[src/hdl/rxmirq_pkg.sv]
/*
 * Package of the receiver measurement and event flag register bank: offsets,
 * field positions, reset values, mode codes and timing counts.
 * Assumes a byte-wide register port with seven-bit addresses.
 */
package rxmirq_pkg;
    localparam logic [6:0] ADDR_CORR_CTRL = 7'h1e;
    localparam logic [6:0] ADDR_CORR_HI   = 7'h1f;
    localparam logic [6:0] ADDR_CORR_LO   = 7'h20;
    localparam logic [6:0] ADDR_ERR_HI    = 7'h21;
    localparam logic [6:0] ADDR_ERR_LO    = 7'h22;
    localparam logic [6:0] ADDR_STR_CTRL  = 7'h23;
    localparam logic [6:0] ADDR_STR_LEVEL = 7'h24;
    localparam logic [6:0] ADDR_PIN_SEL_A = 7'h25;
    localparam logic [6:0] ADDR_PIN_SEL_B = 7'h26;
    localparam logic [6:0] ADDR_FLAGS1    = 7'h27;
    localparam logic [6:0] ADDR_STR_THR   = 7'h29;
    localparam logic [6:0] ADDR_RX_WAIT   = 7'h2a;
    localparam logic [6:0] ADDR_POST_WAIT = 7'h2b;

    // Correction control fields
    localparam int CC_CLEAR_PHASE = 3;
    localparam int CC_ON_ENTRY    = 2;
    localparam int CC_RES_CLEAR   = 1;
    localparam int CC_TRIGGER     = 0;
    localparam int CC_CORR_DONE   = 4;
    // Strength control fields
    localparam int SC_DONE        = 1;
    localparam int SC_TRIGGER     = 0;
    // Flag positions
    localparam int FL_MODE_SET    = 7;
    localparam int FL_RX_SET      = 6;
    localparam int FL_LOCK        = 4;
    localparam int FL_OVER        = 3;
    localparam int FL_TIMEOUT     = 2;
    localparam int FL_INTER       = 1;
    localparam int FL_FRAME       = 0;

    localparam logic [7:0] RST_STR_LEVEL = 8'hff;
    localparam logic [7:0] RST_STR_THR   = 8'he4;
    localparam logic [7:0] RST_PIN_A     = 8'h00;
    localparam logic [1:0] RST_PIN_B     = 2'h0;
    localparam logic [2:0] RST_CLK_DIV   = 3'h7;
    localparam logic [7:0] RST_WAIT      = 8'h00;

    localparam logic [2:0] MODE_SLEEP = 3'h0;
    localparam logic [2:0] MODE_STBY  = 3'h1;
    localparam logic [2:0] MODE_SYNTH = 3'h2;
    localparam logic [2:0] MODE_RX    = 3'h4;

    localparam int TIMEOUT_BITS = 16;
endpackage : rxmirq_pkg

[src/hdl/rxmirq_bank.sv]
/*
 * Register bank and event flags of the receiver measurement block.
 * Assumes the analog and radio side (correction loop, strength sampler, mode
 * sequencer, synthesizer, sync detector, buffer) sits on sys_clk and gives
 * one-cycle done/event pulses and levels; no synchronisers are needed.
 */
// Added by the designer: strobed register access.
`timescale 1ns/10ps
`default_nettype none
module rxmirq_bank #(
    parameter int CORR_W = 16
) (
    input  wire logic        sys_clk,
    input  wire logic        rst,
    input  wire logic [6:0]  reg_addr,
    input  wire logic [7:0]  reg_wdata,
    input  wire logic        reg_wr,
    input  wire logic        reg_rd,
    output logic [7:0]       reg_rdata,
    input  wire logic [2:0]  op_mode,
    input  wire logic        mode_reached,
    input  wire logic        intermediate_mode,
    input  wire logic        synth_lock,
    input  wire logic        gain_done,
    input  wire logic        continuous_mode,
    input  wire logic        bit_tick,
    input  wire logic        buffer_empty,
    input  wire logic        frame_start_det,
    input  wire logic        post_level_expired,
    input  wire logic        corr_done,
    input  wire logic [15:0] corr_result,
    input  wire logic        err_done,
    input  wire logic [15:0] err_result,
    input  wire logic        strength_sample_done,
    input  wire logic [7:0]  strength_sample,
    output logic             corr_run,
    output logic             strength_run,
    output logic [1:0]       pin0_function,
    output logic [1:0]       pin1_function,
    output logic [1:0]       pin2_function,
    output logic [1:0]       pin3_function,
    output logic [1:0]       pin4_function,
    output logic [1:0]       pin5_function,
    output logic [2:0]       clock_output_divider,
    output logic [7:0]       rx_entry_wait,
    output logic [7:0]       post_level_wait
);
    initial begin
        if (CORR_W != 16) $error("rxmirq_bank: correction width must be 16");
    end

    // ********************************************
    // State
    // ********************************************
    typedef struct packed {
        logic        clear_before_phase;
        logic        correct_on_rx_entry;
        logic        corr_busy;
        logic        corr_done_flag;
        logic [15:0] freq_correction_value;
        logic [15:0] freq_error_value;
        logic        strength_busy;
        logic [7:0]  strength_level;
        logic [7:0]  strength_trigger_level;
        logic [7:0]  pin_sel_a;
        logic [1:0]  pin4_sel;
        logic [1:0]  pin5_sel;
        logic [2:0]  clk_div;
        logic [7:0]  rx_wait;
        logic [7:0]  post_wait;
        logic [2:0]  mode_prev;
        logic        mode_settled;
        logic        receive_settled;
        logic        gain_seen;
        logic        corr_seen;
        logic        strength_seen;
        logic        over_level;
        logic        timeout;
        logic        frame_start_match;
        logic        inter_prev;
        logic        intermediate_mode_active;
        logic [11:0] wait_cnt;
        logic        wait_armed;
        logic        rx_start;
        logic [7:0]  rdata;
    } rxmirq_state_t;

    rxmirq_state_t s_q;
    rxmirq_state_t s_d;

    logic in_rx;
    logic rx_enter;
    logic rx_leave;
    logic mode_change;
    logic wr_cc;
    logic wr_sc;
    logic wr_fl;
    logic start_corr;
    logic [7:0] rd_mux;

    assign in_rx       = (op_mode == rxmirq_pkg::MODE_RX);
    assign mode_change = (op_mode != s_q.mode_prev);
    assign rx_enter    = in_rx && mode_change;
    assign rx_leave    = !in_rx && (s_q.mode_prev == rxmirq_pkg::MODE_RX);
    assign wr_cc       = reg_wr && (reg_addr == rxmirq_pkg::ADDR_CORR_CTRL);
    assign wr_sc       = reg_wr && (reg_addr == rxmirq_pkg::ADDR_STR_CTRL);
    assign wr_fl       = reg_wr && (reg_addr == rxmirq_pkg::ADDR_FLAGS1);
    // Correction start: manual trigger, or receive entry when automatic
    assign start_corr  = (wr_cc && reg_wdata[rxmirq_pkg::CC_TRIGGER])
                       || (rx_enter && s_q.correct_on_rx_entry);

    // ********************************************
    // Read mux
    // ********************************************
    always_comb begin
        rd_mux = 8'h00;
        case (reg_addr)
            rxmirq_pkg::ADDR_CORR_CTRL: begin
                rd_mux[rxmirq_pkg::CC_CORR_DONE]   = s_q.corr_done_flag;
                rd_mux[rxmirq_pkg::CC_CLEAR_PHASE] = s_q.clear_before_phase;
                rd_mux[rxmirq_pkg::CC_ON_ENTRY]    = s_q.correct_on_rx_entry;
            end
            rxmirq_pkg::ADDR_CORR_HI:   rd_mux = s_q.freq_correction_value[15:8];
            rxmirq_pkg::ADDR_CORR_LO:   rd_mux = s_q.freq_correction_value[7:0];
            rxmirq_pkg::ADDR_ERR_HI:    rd_mux = s_q.freq_error_value[15:8];
            rxmirq_pkg::ADDR_ERR_LO:    rd_mux = s_q.freq_error_value[7:0];
            rxmirq_pkg::ADDR_STR_CTRL:  rd_mux[rxmirq_pkg::SC_DONE] = !s_q.strength_busy;
            rxmirq_pkg::ADDR_STR_LEVEL: rd_mux = s_q.strength_level;
            rxmirq_pkg::ADDR_PIN_SEL_A: rd_mux = s_q.pin_sel_a;
            rxmirq_pkg::ADDR_PIN_SEL_B: rd_mux = {s_q.pin4_sel, s_q.pin5_sel, 1'b0, s_q.clk_div};
            rxmirq_pkg::ADDR_FLAGS1: begin
                rd_mux[rxmirq_pkg::FL_MODE_SET] = s_q.mode_settled;
                rd_mux[rxmirq_pkg::FL_RX_SET]   = s_q.receive_settled;
                // Lock bit is a live view, qualified by mode
                rd_mux[rxmirq_pkg::FL_LOCK]     = synth_lock && (in_rx
                                                || op_mode == rxmirq_pkg::MODE_SYNTH);
                rd_mux[rxmirq_pkg::FL_OVER]     = s_q.over_level;
                rd_mux[rxmirq_pkg::FL_TIMEOUT]  = s_q.timeout;
                rd_mux[rxmirq_pkg::FL_INTER]    = s_q.intermediate_mode_active;
                rd_mux[rxmirq_pkg::FL_FRAME]    = s_q.frame_start_match;
            end
            rxmirq_pkg::ADDR_STR_THR:   rd_mux = s_q.strength_trigger_level;
            rxmirq_pkg::ADDR_RX_WAIT:   rd_mux = s_q.rx_wait;
            rxmirq_pkg::ADDR_POST_WAIT: rd_mux = s_q.post_wait;
            default:                    rd_mux = 8'h00;
        endcase
    end

    // ********************************************
    // Next state
    // ********************************************
    always_comb begin
        s_d = s_q;
        s_d.mode_prev  = op_mode;
        s_d.inter_prev = intermediate_mode;
        s_d.rx_start   = 1'b0;
        if (reg_rd) begin
            s_d.rdata = rd_mux;
        end

        // Configuration writes; trigger bits are never stored
        if (wr_cc) begin
            s_d.clear_before_phase  = reg_wdata[rxmirq_pkg::CC_CLEAR_PHASE];
            s_d.correct_on_rx_entry = reg_wdata[rxmirq_pkg::CC_ON_ENTRY];
        end
        if (reg_wr && reg_addr == rxmirq_pkg::ADDR_PIN_SEL_A) begin
            s_d.pin_sel_a = reg_wdata;
        end
        if (reg_wr && reg_addr == rxmirq_pkg::ADDR_PIN_SEL_B) begin
            s_d.pin4_sel = reg_wdata[7:6];
            s_d.pin5_sel = reg_wdata[5:4];
            s_d.clk_div  = reg_wdata[2:0];
        end
        if (reg_wr && reg_addr == rxmirq_pkg::ADDR_STR_THR) begin
            s_d.strength_trigger_level = reg_wdata;
        end
        if (reg_wr && reg_addr == rxmirq_pkg::ADDR_RX_WAIT) begin
            s_d.rx_wait = reg_wdata;
        end
        if (reg_wr && reg_addr == rxmirq_pkg::ADDR_POST_WAIT) begin
            s_d.post_wait = reg_wdata;
        end

        // ********************************************
        // Frequency correction
        // ********************************************
        if (wr_cc && reg_wdata[rxmirq_pkg::CC_RES_CLEAR] && in_rx) begin
            s_d.freq_correction_value = 16'h0000;
        end
        if (start_corr) begin
            s_d.corr_busy      = 1'b1;
            s_d.corr_done_flag = 1'b0;
            s_d.corr_seen      = 1'b0;
            // Zeroing only applies in automatic mode
            if (s_q.clear_before_phase && s_q.correct_on_rx_entry) begin
                s_d.freq_correction_value = 16'h0000;
            end
        end else if (s_q.corr_busy && corr_done) begin
            s_d.corr_busy             = 1'b0;
            s_d.corr_done_flag        = 1'b1;
            s_d.corr_seen             = 1'b1;
            s_d.freq_correction_value = corr_result;
        end
        if (err_done) begin
            s_d.freq_error_value = err_result;
        end

        // ********************************************
        // Strength measurement
        // ********************************************
        if (wr_sc && reg_wdata[rxmirq_pkg::SC_TRIGGER]) begin
            s_d.strength_busy = 1'b1;
        end else if (strength_sample_done) begin
            s_d.strength_busy  = 1'b0;
            s_d.strength_level = strength_sample;
            s_d.strength_seen  = in_rx;
            // Larger magnitude means weaker signal, so "over" is numerically below
            if (in_rx && strength_sample < s_q.strength_trigger_level) begin
                s_d.over_level = 1'b1;
            end
        end
        if (gain_done && in_rx) begin
            s_d.gain_seen = 1'b1;
        end

        // ********************************************
        // Flags
        // ********************************************
        if (mode_change) begin
            s_d.mode_settled = 1'b0;
        end else if (mode_reached) begin
            s_d.mode_settled = 1'b1;
        end
        if (in_rx && s_q.strength_seen && s_q.gain_seen && s_q.corr_seen) begin
            s_d.receive_settled = 1'b1;
        end
        if (intermediate_mode && !s_q.inter_prev) begin
            s_d.intermediate_mode_active = 1'b1;
        end else if (!intermediate_mode && s_q.inter_prev) begin
            s_d.intermediate_mode_active = 1'b0;
        end

        // Host clears; a same-cycle frame-start set below wins, an over-level set above does not
        if (wr_fl && reg_wdata[rxmirq_pkg::FL_OVER]) begin
            s_d.over_level = 1'b0;
        end
        if (wr_fl && reg_wdata[rxmirq_pkg::FL_FRAME] && continuous_mode) begin
            s_d.frame_start_match = 1'b0;
        end
        if (buffer_empty) begin
            s_d.timeout           = 1'b0;
            s_d.frame_start_match = 1'b0;
        end
        if (in_rx && frame_start_det) begin
            s_d.frame_start_match = 1'b1;
        end

        // First timeout: counts bit periods until level event or expiry
        if (rx_enter) begin
            s_d.wait_armed = (s_q.rx_wait != 8'h00);
            s_d.wait_cnt   = 12'h000;
        end else if (s_q.wait_armed) begin
            if (s_d.over_level) begin
                s_d.wait_armed = 1'b0;
            end else if (bit_tick) begin
                if (s_q.wait_cnt == 12'({s_q.rx_wait, 4'h0}) - 12'h001) begin
                    s_d.wait_armed = 1'b0;
                    s_d.timeout    = 1'b1;
                end else begin
                    s_d.wait_cnt = s_q.wait_cnt + 12'h001;
                end
            end
        end
        if (in_rx && post_level_expired) begin
            s_d.timeout = 1'b1;
        end

        // Leaving receive clears receive-only state
        if (rx_leave) begin
            s_d.receive_settled   = 1'b0;
            s_d.over_level        = 1'b0;
            s_d.timeout           = 1'b0;
            s_d.frame_start_match = 1'b0;
            s_d.gain_seen         = 1'b0;
            s_d.corr_seen         = 1'b0;
            s_d.strength_seen     = 1'b0;
            s_d.wait_armed        = 1'b0;
        end
        s_d.rx_start = start_corr;
    end

    always_ff @(posedge sys_clk) begin
        if (rst) begin
            s_q <= '0;
            s_q.strength_level         <= rxmirq_pkg::RST_STR_LEVEL;
            s_q.strength_trigger_level <= rxmirq_pkg::RST_STR_THR;
            s_q.pin_sel_a              <= rxmirq_pkg::RST_PIN_A;
            s_q.pin4_sel               <= rxmirq_pkg::RST_PIN_B;
            s_q.pin5_sel               <= rxmirq_pkg::RST_PIN_B;
            s_q.clk_div                <= rxmirq_pkg::RST_CLK_DIV;
            s_q.rx_wait                <= rxmirq_pkg::RST_WAIT;
            s_q.post_wait              <= rxmirq_pkg::RST_WAIT;
            s_q.mode_settled           <= 1'b1;
            // Start from the live mode so release of reset is not seen as a mode change
            s_q.mode_prev              <= op_mode;
        end else begin
            s_q <= s_d;
        end
    end

    // ********************************************
    // Outputs
    // ********************************************
    assign reg_rdata            = s_q.rdata;
    assign corr_run             = s_q.rx_start;
    assign strength_run         = s_q.strength_busy;
    assign pin0_function        = s_q.pin_sel_a[7:6];
    assign pin1_function        = s_q.pin_sel_a[5:4];
    assign pin2_function        = s_q.pin_sel_a[3:2];
    assign pin3_function        = s_q.pin_sel_a[1:0];
    assign pin4_function        = s_q.pin4_sel;
    assign pin5_function        = s_q.pin5_sel;
    assign clock_output_divider = s_q.clk_div;
    assign rx_entry_wait        = s_q.rx_wait;
    assign post_level_wait      = s_q.post_wait;
endmodule : rxmirq_bank
`default_nettype wire

[config.mk]
export PLATFORM = sky130hd
export DESIGN_NAME = rxmirq_bank
export DESIGN_NICKNAME = d
export VERILOG_FILES = /design/src/hdl/rxmirq_pkg.sv /design/src/hdl/rxmirq_bank.sv
export SDC_FILE = /design/constraint.sdc
export NUM_CORES = 1
export LEC_CHECK = 0
export BUFFER_PORTS_ARGS = -buffer_cell sky130_fd_sc_hd__buf_2
export CAP_MARGIN = 20
export CORE_MARGIN = 2
export CORE_UTILIZATION = 45
export DETAILED_ROUTE_END_ITERATION = 6
export PLACE_DENSITY = 0.72
export SYNTH_ARGS = -nofsm -noshare
export SYNTH_HDL_FRONTEND = slang
export SYNTH_SLANG_ARGS = --single-unit
[constraint.sdc]
create_clock -name sys_clk -period 2.4 [get_ports sys_clk]
set_input_delay 0.48 -clock sys_clk [delete_from_list [all_inputs] [get_ports sys_clk]]
set_output_delay 0.48 -clock sys_clk [all_outputs]
set_load 0.05 [all_outputs]
After elaboration in Yosys (flattened, before gate mapping)
Index checks and enable logic that the tools add are counted. W data, S select, Z words.

Register bits: 119. Bits in latches: 0. Memories: 0. Word-level logic and storage cells: 135. RAM bits: 0. ROM bits: 0.

Eq/ne operators: 18. Mux-type cells: 33. Divide/modulo/power cells: 0. $mul: 0. Shift-type cells: 0. Reduce and logical (&&, ||, !) cells: 48. Order comparisons: 1. Add/sub/neg operators: 2. Bitwise gates (word level): 3.

Operators by type and width (count): $eq A7 B6 Y1 const B (11); $mux W18 (2); $pmux W3 S12 (1); $mux W16 (2); $logic_and A1 B1 Y1 (30); $mux W1 (22); $pmux W2 S11 (1); $eq A7 B5 Y1 const B (2); $add A12 B1 Y12 const B (1); $eq A12 B12 Y1 (1); $pmux W1 S12 (1); $sub A12 B1 Y12 const B (1); $pmux W1 S11 (1); $pmux W1 S10 (1); $mux W9 (1); $lt A8 B8 Y1 (1); $reduce_bool A2 Y1 (4); $reduce_bool A8 Y1 (1); $eq A3 B3 Y1 const B (2); $reduce_or A2 Y1 (3); $logic_not A1 Y1 (4); $reduce_and A4 Y1 (1); $eq A3 B2 Y1 const B (1); $ne A3 B3 Y1 (1); other kinds (6) (9).

Depth between registers and ports, before layout
Depth in word-level cells: 12. Gate-level depth with buffers: 10. Depth with buffers taken out: 9.

Worst setup path before layout
OpenSTA, ideal clock, no wires.

Kind: input port to flip-flop. From: input port reg_addr[4]. To: register s_q[16] (netlist bit). Library setup time: 59 ps. Arrival: 2498 ps. Stages: 9. Path slack: -157 ps. Path buffers: 2. Path through: or3b_1 -> clkbuf_1 -> o41ai_1 -> nor2_1 -> a31oi_1 -> o211ai_1 -> clkbuf_2 -> or4_1 -> nand2_1.

Longest elaborated chain between the ends: 7. Elaborated cells on any way between the ends: 10. Those cells by class: 2 x eq/ne; 2 x mux; 1 x bitwise; 5 x reduce/logical.

RTL lines: from (decl) (RTL line rxmirq_bank.sv:15) `input wire logic [6:0] reg_addr,`; $eq A7 B6 Y1 (RTL line rxmirq_bank.sv:106) `assign wr_sc = reg_wr && (reg_addr == rxmirq_pkg::ADDR_STR_CTRL);`; $logic_and A1 B1 Y1 (RTL line rxmirq_bank.sv:106); $logic_and A1 B1 Y1 (RTL line rxmirq_bank.sv:211) `if (wr_sc && reg_wdata[rxmirq_pkg::SC_TRIGGER]) begin`; $mux W1 (RTL line rxmirq_bank.sv:211); $mux W1 * (RTL line rxmirq_bank.sv:244) `if (wr_fl && reg_wdata[rxmirq_pkg::FL_OVER]) begin`; $not A1 Y1 (no line) *; $reduce_and A4 Y1 (no line) *; to (decl) (RTL line rxmirq_bank.sv:88) `rxmirq_state_t s_q;`.

Mark *: on every way between the ends. The rest lies on a longest branch, timed or not. A chain may end at the register's enable or synchronous reset.

Worst setup path in the final report
From: register s_q (netlist bit rx_entry_wait[1]). To: register s_q[17] (netlist bit).

Longest elaborated chain between the ends: 4.

RTL lines: $sub A12 B1 Y12 (RTL line rxmirq_bank.sv:266) `if (s_q.wait_cnt == 12'({s_q.rx_wait, 4'h0}) - 12'h001) begin`; $eq A12 B12 Y1 (RTL line rxmirq_bank.sv:266); $not A1 Y1 (no line); $reduce_and A4 Y1 (no line).

No other way between the ends.

==> run metrics <==
status finished, violations left; violated checks setup timing; min setup slack post-route -0.120 ns; Placer Congestion 0.961; DRT Wirelength 18.8 mm; commonest non-fill, non-tap cell in the layout dfxtp_1; post-synthesis area per instance 8.69 µm²; peak supply drop 0.516 mV; number of H-tree levels 4; Yosys reg bits 119; async set-or-reset flop fraction in the synthesized netlist 0; via/cell ratio 5.73; Hold Crit Start op_mode[0]; pin count of the biggest net entering global routing 50; post-synth cell types 57; number of global-route vias before repair 5502; cell area power density 684 nW/µm²; hold-fix buffers at CTS 0; post-route minimum period 2.52 ns; die area 14100 µm²; Post-DP HPWL 14.0 mm; post-route antenna net violation count 0; CTS tree yes; I/O Pins 115; fmax 0.397 GHz; diode count 0; CP Launch Point rx_entry_wait[1]$_SDFFE_PP0P_; crit path max fanout 17; share of cells above drive strength 1 0.273; final worst path period share 1.05; largest family of logic cells by synthesized area simple AND/OR/NAND/NOR gates; number of synthesized flops with an enable pin 0; clock latency at the later pin of the worst-skew pair 0.42 ns; adder-cell area share of the yosys netlist 0.0211; DRT Pass-1 Iters 5; CP Cell Sequence or4_4, o211a_1, a311o_1, o211ai_2, o211ai_1, buf_4, or4_1, nand2_1; clk buf depth 2; Slowest-stage cell, CP or4_4; GRT overflow 0; GRT Total Usage 0.271; Site Rows 41; post-synthesis simple-gate area fraction 0.192; die boundary height 119 µm; clock skew 0.00665 ns; number of DRC markers after the initial detailed-route iteration 435; slew margin rel. 0.389; CP Launch Type flip-flop; Cells after Synth 682; Ys Warns 0; post-synthesis mux area share 0.0976; register area share after synthesis 0.402; number of port buffers 114; slowest stage delay, CP 0.53 ns; top_reg_cell synth dfxtp_1; Netlist Area Pre-Place 5920 µm²; Final Hold Violating Endpoints 0; Root Driver clkbuf_16; Post-Synth XOR/XNOR Area 0.0207; leading cell types in the layout, fill and taps excluded dfxtp_1 (117), buf_2 (114), nor2_1 (87), buf_4 (58), mux2i_1 (51); Synth Net Count 766; Slew Limit Fails 0; CP Data Required Time 2.76 ns; first-pass GRT wire length 29.5 mm; Initial Util 0.466; die width 119 µm; RSZ-0062 raised after global routing true; setup TNS -0.782 ns; DR WL/cell 19.1 µm; Area Growth Syn to Fin 23.7%; crit path DAT 2.88 ns; CORE AREA 12700 µm²; compound-gate portion of the synthesized area 0.181; endpoints failing setup 10; via count 5621; DRC viols 0; worst hold path type in -> reg; Lkg Pwr 0.00312 µW; Fin Hold WS 0.211 ns; Clock Sink Count 119; initial antenna violation count 0; R2R Path Start rx_entry_wait[1]$_SDFFE_PP0P_; Final #Nets 880; Slew @ Worst Pin 0.912 ns; WS Path Type reg -> reg; CTS Buf Count 17; max_cap viols 0; Worst-path clk slew 0.05 ns; Worst Setup End Kind flip-flop
-- metal layers --
metal / global-route usage / routed length [µm] / vias up
li1: - / - / 2645
met1: 0.346 / 7930 / 2643
met4: 0.129 / 732 / 0
met5: 0 / 0 / -
met3: 0.0719 / 1590 / 52
met2: 0.426 / 8510 / 281
-- worst max-delay path: cells and delay by family (launching register included) --
family,cells,cell delay (ns)
compound gates,4,0.87
buf+inv,1,0.20
simple gates,3,1.08
flops,1,0.32
-- cells in the mapped netlist, types with 4 or more instances --
cell type / count / share of area
a211o_1: 15 / 0.022
a211oi_1: 5 / 0.0063
a21oi_1: 37 / 0.031
a221oi_1: 10 / 0.015
a22o_1: 20 / 0.030
a22oi_1: 9 / 0.011
a311oi_1: 4 / 0.0059
and2_1: 7 / 0.0074
and3_1: 14 / 0.015
buf_4: 40 / 0.051
clkbuf_1: 34 / 0.022
dfxtp_1: 119 / 0.40
ha_1: 10 / 0.021
inv_1: 16 / 0.010
mux2_2: 6 / 0.011
mux2i_1: 51 / 0.086
nand2_1: 38 / 0.024
nand3_1: 27 / 0.023
nand4_1: 5 / 0.0053
nor2_1: 87 / 0.055
nor2b_1: 12 / 0.013
nor3_1: 15 / 0.013
nor3b_1: 4 / 0.0051
o211ai_1: 4 / 0.0051
o21ai_0: 23 / 0.019
or2_2: 4 / 0.0042
or3_1: 9 / 0.0095
xnor2_1: 9 / 0.013
xor2_1: 5 / 0.0074
-- power by group --
group	internal [µW]	total, µW	switching (µW)
Sequential	2020	2060	33.4
Clock	1660	2540	880
Combinational	167	417	249
Total	3850	5010	1160
-- registers in the layout, indices dropped and copies added (netlist names) --
name                  cells
pin2_function             2
pin1_function             2
pin3_function             2
pin5_function             2
pin4_function             2
s_q                      78
reg_rdata                 8
pin0_function             2
corr_run                  1
post_level_wait           8
rx_entry_wait             8
strength_run              1
clock_output_divider      3
-- final timing paths --
| kind | end | slack [ns] | depth (start not counted) |
|---|---|---|---|
| max | s_q[17]$_SDFFE_PP0P_ | -0.12 | 8 |
| min | s_q[32]$_DFF_P_ | 0.21 | 1 |
| max reg2reg | s_q[17]$_SDFFE_PP0P_ | -0.12 | 8 |
| min reg2reg | s_q[29]$_SDFFE_PP0P_ | 0.48 | 2 |
-- metrics by stage --
step	util	cell area [µm²]	std cells	setup slack, ns	total power [µW]
global route	0.576	7330	981	-0.206	5170
floorplan	-	5940	682	0.00258	2320
global placement	0.527	6710	948	-0.296	2490
detailed placement	0.527	6710	948	-0.265	2500
finish	0.576	7330	981	-0.120	5010
CTS	0.575	7310	981	-0.0884	5030
-- cell type report --
cell class	instances	area [µm²]
Clock buffer	25	505
Clock inverter	7	91.3
Fill cell	1155	5390
Inverter	17	63.8
Multi-Input combinational cell	469	3060
Sequential cell	119	2380
Tap cell	172	215
Timing Repair Buffer	172	1010
-- timing repair --
action | in CTS | in global routing
resized for setup | 0 | 3
pin swaps | 1 | 0
setup buffers | 1 | 0
endpoints found under the setup margin | 10 | 14
-- logic make-up (layout without fill, tap and decap cells) --
group	Yosys count	count (layout)
xor gates and xnor gates	14	14
muxes	57	57
AOI/OAI and AO/OA	152	152
adders and majority gates	10	10
and+or+nand+nor	236	236
buffers and inverters	94	221
DFF	119	119
Power figures use the tool's default switching activity.
